<file path="src/core/dbig_pkg.sv">
// dbig_pkg: constants, register map and state types of the dual bus
// interrupt generator.
// assumes a single 100 MHz clock and a synchronous active high reset.

package dbig_pkg;

  // ----------------------------------------------------------------
  // widths
  // ----------------------------------------------------------------
  localparam int unsigned ADDR_W  = 8;
  localparam int unsigned DATA_W  = 32;
  localparam int unsigned COND_W  = 6;
  localparam int unsigned LVL_W   = 3;
  localparam int unsigned LINE_W  = 7;
  localparam int unsigned CNT_W   = 16;

  // ----------------------------------------------------------------
  // condition bit positions
  // ----------------------------------------------------------------
  localparam int unsigned DATA_AVAILABLE_EVENT      = 0;
  localparam int unsigned BLOCK_AVAILABLE_EVENT     = 1;
  localparam int unsigned ARMED_WAITING_EVENT       = 2;
  localparam int unsigned ACQUISITION_STOPPED_EVENT = 3;
  localparam int unsigned INPUT_OVER_RANGE_EVENT    = 4;
  localparam int unsigned CONVERTER_FAULT_EVENT     = 5;

  // ----------------------------------------------------------------
  // register offsets; bit 4 of a generator offset is generator_select
  // ----------------------------------------------------------------
  localparam logic [7:0] GEN_CFG_OFS   = 8'h00;
  localparam logic [7:0] GEN_MASK_OFS  = 8'h04;
  localparam logic [7:0] GEN_LVL_OFS   = 8'h08;
  localparam logic [7:0] GEN_STRIDE    = 8'h10;
  localparam logic [7:0] BLK_SIZE_OFS  = 8'h20;
  localparam logic [7:0] COND_OFS      = 8'h24;
  localparam logic [7:0] IRQ_STAT_OFS  = 8'h28;
  localparam logic [7:0] IRQ_MASK_OFS  = 8'h2c;
  localparam logic [7:0] LINES_OFS     = 8'h30;
  localparam int unsigned GEN_SEL_BIT  = 4;

  // ----------------------------------------------------------------
  // field positions and legal bits
  // ----------------------------------------------------------------
  localparam int unsigned CFG_MASK_LSB = 0;
  localparam int unsigned CFG_LVL_LSB  = 8;
  localparam logic [31:0] MASK_LEGAL   = 32'h0000_003f;
  localparam logic [31:0] LVL_LEGAL    = 32'h0000_0007;
  localparam logic [31:0] CFG_LEGAL    = 32'h0000_073f;

  // ----------------------------------------------------------------
  // reset values
  // ----------------------------------------------------------------
  localparam logic [5:0]  MASK_RST     = 6'h00;
  localparam logic [2:0]  LVL_RST      = 3'h0;
  localparam logic [15:0] BLK_SIZE_RST = 16'h0400;

  // level setting to one-hot bus line, bit 0 is line 1
  function automatic logic [6:0] lvl_to_line(input logic [2:0] lvl);
    logic [6:0] line;
    line = 7'h00;
    if (lvl != 3'h0) begin
      line[lvl - 3'h1] = 1'b1;
    end
    return line;
  endfunction : lvl_to_line

  typedef struct packed {
    logic [1:0][5:0]  mask_q;
    logic [1:0][2:0]  lvl_q;
    logic [15:0]      blk_size_q;
    logic [5:0]       cond_q;
    logic [5:0]       cond_prev_q;
    logic [5:0]       stat_q;
    logic [5:0]       imask_q;
    logic [31:0]      rdata_q;
    logic [6:0]       line_oe_q;
    logic             irq_q;
  } dbig_state_t;

endpackage : dbig_pkg

</file>
<file path="src/core/dbig_sync.sv">
// dbig_sync: two flip-flop synchroniser for asynchronous levels.
// assumes inputs are quasi-static levels; no pulse shorter than one
// clock period is guaranteed to pass.
`timescale 1ns/1ps
`default_nettype none

module dbig_sync #(
  parameter int unsigned W = 1
) (
  // clock and reset
  input  wire logic         ref_clk,
  input  wire logic         rst,
  // levels
  input  wire logic [W-1:0] async_in,
  output logic      [W-1:0] sync_out
);

  typedef struct packed {
    logic [W-1:0] meta_q;
    logic [W-1:0] sync_q;
  } dbig_sync_t;

  dbig_sync_t st_q;
  dbig_sync_t st_d;

  // meta_q feeds only sync_q
  always_comb begin
    st_d        = st_q;
    st_d.meta_q = async_in;
    st_d.sync_q = st_q.meta_q;
  end

  always_ff @(posedge ref_clk) begin
    if (rst) begin
      st_q <= '0;
    end else begin
      st_q <= st_d;
    end
  end

  assign sync_out = st_q.sync_q;

endmodule : dbig_sync

`default_nettype wire

</file>
<file path="src/core/dbig_gen.sv">
// dbig_gen: one interrupt generator, maps its mask, level and the
// current conditions onto one of the seven bus request lines.
// assumes registered level, mask and conditions from the caller.
`timescale 1ns/1ps
`default_nettype none

module dbig_gen
  import dbig_pkg::*;
(
  // setting
  input  wire logic [dbig_pkg::LVL_W-1:0]  lvl,
  input  wire logic [dbig_pkg::COND_W-1:0] mask,
  // conditions
  input  wire logic [dbig_pkg::COND_W-1:0] cond,
  // request lines, bit 0 is line 1
  output logic      [dbig_pkg::LINE_W-1:0] line_req
);

  logic hit;

  always_comb begin
    hit = |(mask & cond);
    line_req = hit ? lvl_to_line(lvl) : 7'h00;
  end

endmodule : dbig_gen

`default_nettype wire

</file>
<file path="src/core/dbig_top.sv">
// dbig_top: two interrupt generators with register port, condition
// capture, sticky event status and open-drain bus request lines.
// assumes buffer count, armed and stopped come from logic on ref_clk;
// over range, fault and bus line levels arrive asynchronously.
`timescale 1ns/1ps
`default_nettype none

module dbig_top
  import dbig_pkg::*;
(
  // clock and reset
  input  wire logic                        ref_clk,
  input  wire logic                        rst,
  // register port
  input  wire logic [dbig_pkg::ADDR_W-1:0] reg_addr,
  input  wire logic [dbig_pkg::DATA_W-1:0] reg_wdata,
  input  wire logic                        reg_wr,
  input  wire logic                        reg_rd,
  output logic      [dbig_pkg::DATA_W-1:0] reg_rdata,
  // measurement status, same clock
  input  wire logic [dbig_pkg::CNT_W-1:0]  buf_word_count,
  input  wire logic                        meas_armed,
  input  wire logic                        meas_stopped,
  // measurement status, asynchronous
  input  wire logic                        over_range_in,
  input  wire logic                        conv_fault_in,
  // bus request lines, open drain, low when driven
  input  wire logic [dbig_pkg::LINE_W-1:0] bus_irq_in,
  output logic      [dbig_pkg::LINE_W-1:0] bus_irq_out,
  output logic      [dbig_pkg::LINE_W-1:0] bus_irq_oe,
  // local interrupt
  output logic                             irq
);

  dbig_state_t st_q;
  dbig_state_t st_d;

  logic [1:0]        async_sync;
  logic [6:0]        lines_sync;
  logic [1:0][6:0]   gen_req;
  logic [6:0]        out_q;

  // ----------------------------------------------------------------
  // synchronisers
  // ----------------------------------------------------------------
  // sync over range and fault inputs
  dbig_sync #(.W(2)) u_sync_stat (
    .ref_clk  (ref_clk),
    .rst      (rst),
    .async_in ({conv_fault_in, over_range_in}),
    .sync_out (async_sync)
  );

  dbig_sync #(.W(LINE_W)) u_sync_lines (
    .ref_clk  (ref_clk),
    .rst      (rst),
    .async_in (bus_irq_in),
    .sync_out (lines_sync)
  );

  // ----------------------------------------------------------------
  // generators
  // ----------------------------------------------------------------
  // two independent generators
  for (genvar g = 0; g < 2; g++) begin : g_gen
    dbig_gen u_gen (
      .lvl      (st_q.lvl_q[g]),
      .mask     (st_q.mask_q[g]),
      .cond     (st_q.cond_q),
      .line_req (gen_req[g])
    );
  end

  // ----------------------------------------------------------------
  // next state
  // ----------------------------------------------------------------
  logic        gen_hit;
  logic        gen_sel;
  logic [7:0]  gen_ofs;
  logic [5:0]  cond_now;
  logic [5:0]  w1c;
  logic [31:0] rval;

  always_comb begin
    st_d    = st_q;
    gen_sel = reg_addr[GEN_SEL_BIT];
    gen_ofs = reg_addr & ~GEN_STRIDE;
    gen_hit = reg_addr < (GEN_STRIDE << 1);
    w1c     = 6'h00;
    rval    = 32'h0000_0000;

    cond_now[DATA_AVAILABLE_EVENT]      = buf_word_count != 16'h0000;
    cond_now[BLOCK_AVAILABLE_EVENT]     = (st_q.blk_size_q != 16'h0000) &&
                                          (buf_word_count >= st_q.blk_size_q);
    cond_now[ARMED_WAITING_EVENT]       = meas_armed;
    cond_now[ACQUISITION_STOPPED_EVENT] = meas_stopped;
    cond_now[INPUT_OVER_RANGE_EVENT]    = async_sync[0];
    cond_now[CONVERTER_FAULT_EVENT]     = async_sync[1];
    st_d.cond_q      = cond_now;
    st_d.cond_prev_q = st_q.cond_q;

    if (reg_wr) begin
      if (gen_hit) begin
        unique case (gen_ofs)
          // mask and level together; refuse out of range
          GEN_CFG_OFS: begin
            if ((reg_wdata & ~CFG_LEGAL) == 32'h0000_0000) begin
              st_d.mask_q[gen_sel] = reg_wdata[CFG_MASK_LSB +: COND_W];
              st_d.lvl_q[gen_sel]  = reg_wdata[CFG_LVL_LSB +: LVL_W];
            end
          end
          GEN_MASK_OFS: begin
            if ((reg_wdata & ~MASK_LEGAL) == 32'h0000_0000) begin
              st_d.mask_q[gen_sel] = reg_wdata[5:0];
            end
          end
          GEN_LVL_OFS: begin
            if ((reg_wdata & ~LVL_LEGAL) == 32'h0000_0000) begin
              st_d.lvl_q[gen_sel] = reg_wdata[2:0];
            end
          end
          default: begin
          end
        endcase
      end else begin
        unique case (reg_addr)
          BLK_SIZE_OFS: st_d.blk_size_q = reg_wdata[15:0];
          IRQ_STAT_OFS: w1c = reg_wdata[5:0];
          IRQ_MASK_OFS: st_d.imask_q = reg_wdata[5:0];
          default: begin
          end
        endcase
      end
    end

    // rising condition sets a sticky bit; set wins over clear
    st_d.stat_q = (st_q.stat_q & ~w1c) | (st_q.cond_q & ~st_q.cond_prev_q);
    st_d.irq_q  = |(st_q.stat_q & st_q.imask_q);

    // registered line drive, both generators merged
    st_d.line_oe_q = gen_req[0] | gen_req[1];

    if (reg_rd) begin
      if (gen_hit) begin
        unique case (gen_ofs)
          GEN_CFG_OFS: begin
            rval[CFG_MASK_LSB +: COND_W] = st_q.mask_q[gen_sel];
            rval[CFG_LVL_LSB +: LVL_W]   = st_q.lvl_q[gen_sel];
          end
          GEN_MASK_OFS: rval[5:0] = st_q.mask_q[gen_sel];
          GEN_LVL_OFS:  rval[2:0] = st_q.lvl_q[gen_sel];
          default: begin
          end
        endcase
      end else begin
        unique case (reg_addr)
          BLK_SIZE_OFS: rval[15:0] = st_q.blk_size_q;
          COND_OFS:     rval[5:0]  = st_q.cond_q;
          IRQ_STAT_OFS: rval[5:0]  = st_q.stat_q;
          IRQ_MASK_OFS: rval[5:0]  = st_q.imask_q;
          LINES_OFS:    rval[6:0]  = lines_sync;
          default: begin
          end
        endcase
      end
    end
    // read data stand only in the cycle after the strobe
    st_d.rdata_q = rval;
  end

  // ----------------------------------------------------------------
  // state register
  // ----------------------------------------------------------------
  always_ff @(posedge ref_clk) begin
    if (rst) begin
      st_q            <= '0;
      st_q.mask_q     <= {MASK_RST, MASK_RST};
      st_q.lvl_q      <= {LVL_RST, LVL_RST};
      st_q.blk_size_q <= BLK_SIZE_RST;
      out_q           <= 7'h00;
    end else begin
      st_q  <= st_d;
      out_q <= 7'h00;
    end
  end

  assign reg_rdata   = st_q.rdata_q;
  assign bus_irq_oe  = st_q.line_oe_q;
  assign bus_irq_out = out_q;
  assign irq         = st_q.irq_q;

  // ----------------------------------------------------------------
  // assertions
  // ----------------------------------------------------------------
  logic [1:0] any_hit;
  assign any_hit[0] = |(st_q.mask_q[0] & st_q.cond_q);
  assign any_hit[1] = |(st_q.mask_q[1] & st_q.cond_q);
endmodule : dbig_top

`default_nettype wire

</file>
<file path="config.mk">
export PLATFORM = sky130hd
export DESIGN_NAME = dbig_top
export DESIGN_NICKNAME = d
export VERILOG_FILES = /design/src/core/dbig_pkg.sv /design/src/core/dbig_sync.sv /design/src/core/dbig_gen.sv /design/src/core/dbig_top.sv
export SDC_FILE = /design/constraint.sdc
export NUM_CORES = 1
export LEC_CHECK = 0
export ABC_CLOCK_PERIOD_IN_PS = 2029
export BUFFER_PORTS_ARGS = -buffer_cell sky130_fd_sc_hd__clkbuf_2
export CAP_MARGIN = 25
export CORE_MARGIN = 3
export CORE_UTILIZATION = 35
export DETAILED_ROUTE_END_ITERATION = 8
export SETUP_SLACK_MARGIN = 0.15
export SYNTH_ARGS = -nofsm -noshare
export SYNTH_HDL_FRONTEND = slang
export SYNTH_HIERARCHICAL = 1
export SYNTH_SLANG_ARGS = --single-unit
</file>
<file path="constraint.sdc">
create_clock -name ref_clk -period 2.03 [get_ports ref_clk]
set_input_delay 0.1015 -clock ref_clk [delete_from_list [all_inputs] [get_ports ref_clk]]
set_output_delay 0.1015 -clock ref_clk [all_outputs]
set_load 0.01 [all_outputs]
</file>
Word level (Yosys, flattened, before mapping)
Index checks and enable logic that the tools add are counted.

Bits in registers: 116. Input bits: 71. Output and inout port bits: 47. Logic and storage cells: 111.

Add/subtract/negate cells: 2. Magnitude comparators: 8. Equality and inequality tests: 10. Mux-type cells: 35. Bitwise gates (word level): 12. Reductions and logical operators: 25.

Operators by type and width (count): $logic_not 32->1 (3); $mux 6 (8); $eq 8x6->1 const B (5); $reduce_bool 16->1 (2); $and 6x6->6 (5); $pmux 6 s5 (1); $mux 7 (4); $pmux 12 s2 (1); $mux 18 (1); $mux 3 (6); $reduce_or 6->1 (3); $ge 16x16->1 (1); $bwmux 12 (1); $bwmux 6 (2); $mux 12 (1); $not 6->6 (2); $pmux 6 s2 (1); $reduce_and 5->1 (2); $mux 9 (1); $logic_not 8->1 (1); $lt 3x4->1 const B (2); $lt 8x6->1 const B (1); $eq 7x3->1 const B (1); $eq 7x4->1 const B (1); other kinds (21) (36).

Longest topological paths before layout
Depth after elaboration: 8. Mapped depth: 7. Gate-level depth less buffers: 7.

By module
Netlist, hierarchy kept.

Modules (own cells, without submodules): dbig_top (instances 1, cells an instance 472, area each 4296.6 µm², sequential area each 1641.6 µm²); dbig_sync at u_sync_lines (instances 1, cells an instance 29, area each 407.9 µm², sequential area each 280.3 µm²); dbig_gen at g_gen[0].u_gen (instances 1, cells an instance 23, area each 158.9 µm², sequential area each 0.0 µm²); dbig_gen at g_gen[1].u_gen (instances 1, cells an instance 22, area each 136.4 µm², sequential area each 0.0 µm²); dbig_sync at u_sync_stat (instances 1, cells an instance 8, area each 105.1 µm², sequential area each 80.1 µm²).

Worst setup path before layout
Ideal clock, no wire load.

Path kind: input-to-reg. From: in reg_addr[2] (netlist bit). To: reg st_q[80] (netlist bit). Arrival: 1550 ps. Path slack: 360 ps. Stages on the path: 5. Path through: buf_2 nor3_1 nand3_1 nor4_1 mux2_2.

Longest elaborated chain between the ends: 3.

Ends and longest elaborated chain: start, declared (RTL line dbig_top.sv:15) `input wire logic [dbig_pkg::ADDR_W-1:0] reg_addr,`; parallel branches: the longest is 3 deep, another holds $lt 8x6->1; end signal, assigned (RTL line dbig_top.sv:182) `st_q <= st_d;`; end, declared (RTL line dbig_top.sv:35) `dbig_state_t st_q;`.

Several ways; the timed one is not identified. A chain may end at the register's enable or synchronous reset.

Worst setup path in the final report
From: reg st_q[67] (netlist bit). To: reg st_q, in the netlist st_d[53].

Longest elaborated chain between the ends: 2.

Ends and longest elaborated chain: $ge 16x16->1 / $reduce_bool 16->1 (equally long branches) (RTL line dbig_top.sv:94, dbig_top.sv:93); $logic_and 1x1->1 * (RTL line dbig_top.sv:93) `cond_now[BLOCK_AVAILABLE_EVENT] = (st_q.blk_size_q != 16'h0000) &&`.

Every way passes the cells marked *; elsewhere a longest branch is shown, timed or not.

==> flow_summary.toml <==
[drt]
post-route-drc-count = 0
ant_nets = 0
firstDrtPassIters = 6
vias = 4190
vias_per_cell = 5.079
wl_per_cell_um = 16.27
drt_iter0_drc = 219
drt-total-wl_mm = 13.43

[floorplan]
rows = 43
dieArea_mm2 = 0.01607
dieWidth_um = 126.8
start_util_pct = 36.22
fp.coreArea_mm2 = 0.01410
fp.dieH_um = 126.8
ios = 118

[global_routing]
grt_usage_pct = 16.85
grt_overflow = 0
antenna_found_initial = 0
grt_max_degree = 94
grt_pass1_wl_mm = 21.59
first_global_vias = 4101

[timing]
maxSlewHeadroom_pct = 65.49
setup_viol = 0
tns_ns = 0
rsz0062_at_grt = "no"
period_minus_slack_ns = 1.800
skew_ns = 0.009045
maxSlewViolCount = 0
worstMarginPinSlew_ns = 0.5138
finalHoldViolations = 0
max_freq_ghz = 0.5555
min_period_over_period_pct = 88.68

[critical_path]
path_cells = "inv_1 -> ha_1 -> a2111oi_0 -> o21ai_0 -> a221o_1 -> o2bb2ai_1"
start_kind = "flop"
endpoint_kind = "flop"
critPathRequiredTime_ns = 2.27
max_stage_delay_ns = 0.37
worstPathArrival_ns = 2.04
critPathSlowestCell = "dfxtp_2"
timing.critical_path.buf_inv = 1
critPathKind = "flop to flop"
crit_path_max_fanout = 4
critPathTopFamily = "compound AO/OA/AOI/OAI gates"

[cts]
numCtsBuffers = 9
insertion_delay_ns = 0.35
root_buffer = "clkbuf_16"
htree_levels = 3
cts.sinks = 100
cts_tree = "yes"
clk_path_buf_depth = 2
cts.clk_slew.worst_paths_ns = 0.07

[placement]
gp_congestion = 0.9764
io_buffer_count = 94
dp_hpwl_mm = 10.33
post_dp_cell_area_mm2 = 0.005565

[job]
cap_violations = 0

[synth]
synth_edf_count = 0
netlist_area_mm2 = 0.005105
seq_area_frac_synth_pct = 39.22
avgSynthCellArea_um2 = 9.215
syn_inst = 554
yosysWarningCount = 6
yosys.cell_types.count = 54
synthArstFlopShare_pct = 0
yosys_most_used_dff = "dfxtp_1"
ys_seq_elements = 100

[layout]
fin_area_mm2 = 0.005979
antennaDiodeCount = 0
final_nets = 731
fill_cells = 1400
layout-drive-gt1-share_pct = 24.03
syn2layout_area_growth_pct = 17.13

[pwr]
ir_drop_v = 0.0004930
power.density_mw_per_mm2 = 676.1
p_leak_nw = 2.472

[hold_path]
hp-class = "input port to flop"

[run_status]
status = "complete, no violations"
[state kept, by name, indices dropped and copies added, names as in the netlist]
name,flops
st_q,52
u_sync_stat/st_d,2
reg_rdata,16
st_d,6
u_sync_lines/sync_out,7
bus_irq_oe,7
u_sync_lines/st_d,7
u_sync_stat/sync_out,2
irq,1
[cell usage after synthesis, drive strengths merged, types with 3 or more instances]
master  instances  area share, %
dfxtp         100             39
buf            59            8.4
mux2i          51             10
nor2           46            3.4
nor2b          37            5.0
inv            25            1.8
nor3           24            2.5
a21oi          22            2.2
nor4           22            3.3
ha             20            4.9
nand2b         20            2.5
o21ai          16            1.6
a22oi          13            1.9
nand2          12           0.88
clkbuf         11           0.81
mux2           10            2.2
nand3           8           0.78
and2            7           0.86
nand4           7           0.86
and3            6           0.74
nor4b           4           0.81
and2b           3           0.44
or4b            3           0.59
[cells by family after synthesis]
logic type | share of synthesized area, %
AOI/OAI and AO/OA | 8.089
xor gates and xnor gates | 0.3432
adders and majority gates | 4.902
buffers and inverters | 11.05
DFF | 39.22
muxes | 12.21
other | 0.07346
and+or+nand+nor | 24.12
[power by group]
group          internal [mW]  switching [mW]  leakage (nW)  total, mW
combinational          0.152           0.196          1.52      0.348
sequential              2.00          0.0222         0.813       2.02
clock                  0.866           0.812         0.142       1.68
[timing repair]
item,4_1_cts,5_1_grt
buffers inserted,0,0
endpoints found under the hold margin,12,0
setup endpoints to repair,0,1
resized for setup,0,1
hold buffers,12,0
[layout make-up]
| type | count | area (um^2) | area share (%) |
|---|---|---|---|
| Clock buffer | 9 | 225.2 | 3.766 |
| Clock inverter | 7 | 67.56 | 1.130 |
| Inverter | 25 | 93.84 | 1.569 |
| Multi-Input combinational cell | 381 | 2621 | 43.84 |
| Sequential cell | 100 | 2003 | 33.50 |
| Tap cell | 180 | 225.2 | 3.766 |
| Timing Repair Buffer | 123 | 743.2 | 12.43 |
[routing by layer]
| layer | wire (um) | track usage (%) |
|---|---|---|
| met1 | 5747 | 21.50 |
| met2 | 6679 | 28.42 |
| met3 | 789 | 3.537 |
| met4 | 208 | 5.489 |
| met5 | 0 | 0 |
[placed cells by master, fill, tap and decap left out, types with 12 or more instances in the layout]
cell,netlist,routed
dfxtp_1,100,99
buf_4,47,15
o21ai_0,16,16
a22oi_1,13,13
ha_1,20,20
clkbuf_2,0,94
conb_1,1,23
dlygate4sd3_1,0,12
mux2i_1,51,51
inv_1,25,25
nor3_1,23,23
a21oi_1,22,22
nor2_1,46,46
nand2b_1,20,20
nor4_1,20,20
nand2_1,12,12
nor2b_1,27,27
[metrics by stage]
stage | setup slack (ns) | instances | hold WS (ns) | total power, mW | utilization, %
2_1_floorplan | 0.3596 | 576 | 0.1731 | 2.259 | -
3_3_place_gp | 0.09754 | 797 | 0.3113 | 2.381 | 39.48
3_5_place_dp | 0.06147 | 797 | 0.3093 | 2.389 | 39.48
4_1_cts | 0.1579 | 825 | 0.003227 | 4.092 | 42.41
5_1_grt | 0.1586 | 825 | 0.02023 | 4.210 | 42.42
6_report | 0.2297 | 825 | 0.009620 | 4.043 | 42.42
[worst reg2reg max path: stages, from the launching register on]
cell,delay (ns)
dfxtp_2,0.37
inv_1,0.05
ha_1,0.28
a2111oi_0,0.36
o21ai_0,0.17
a221o_1,0.33
o2bb2ai_1,0.13
[worst paths after layout]
check,startpoint,endpoint,slack (ns),cells after the start
max,st_q[67],st_d[53],0.23,6
min,reg_wdata[7],st_q[71],0.01,3
max reg2reg,st_q[67],st_d[53],0.23,6
min reg2reg,u_sync_stat/st_d[0],u_sync_stat/sync_out[0],0.44,1
Note: power is estimated with default switching activity, not from simulation.
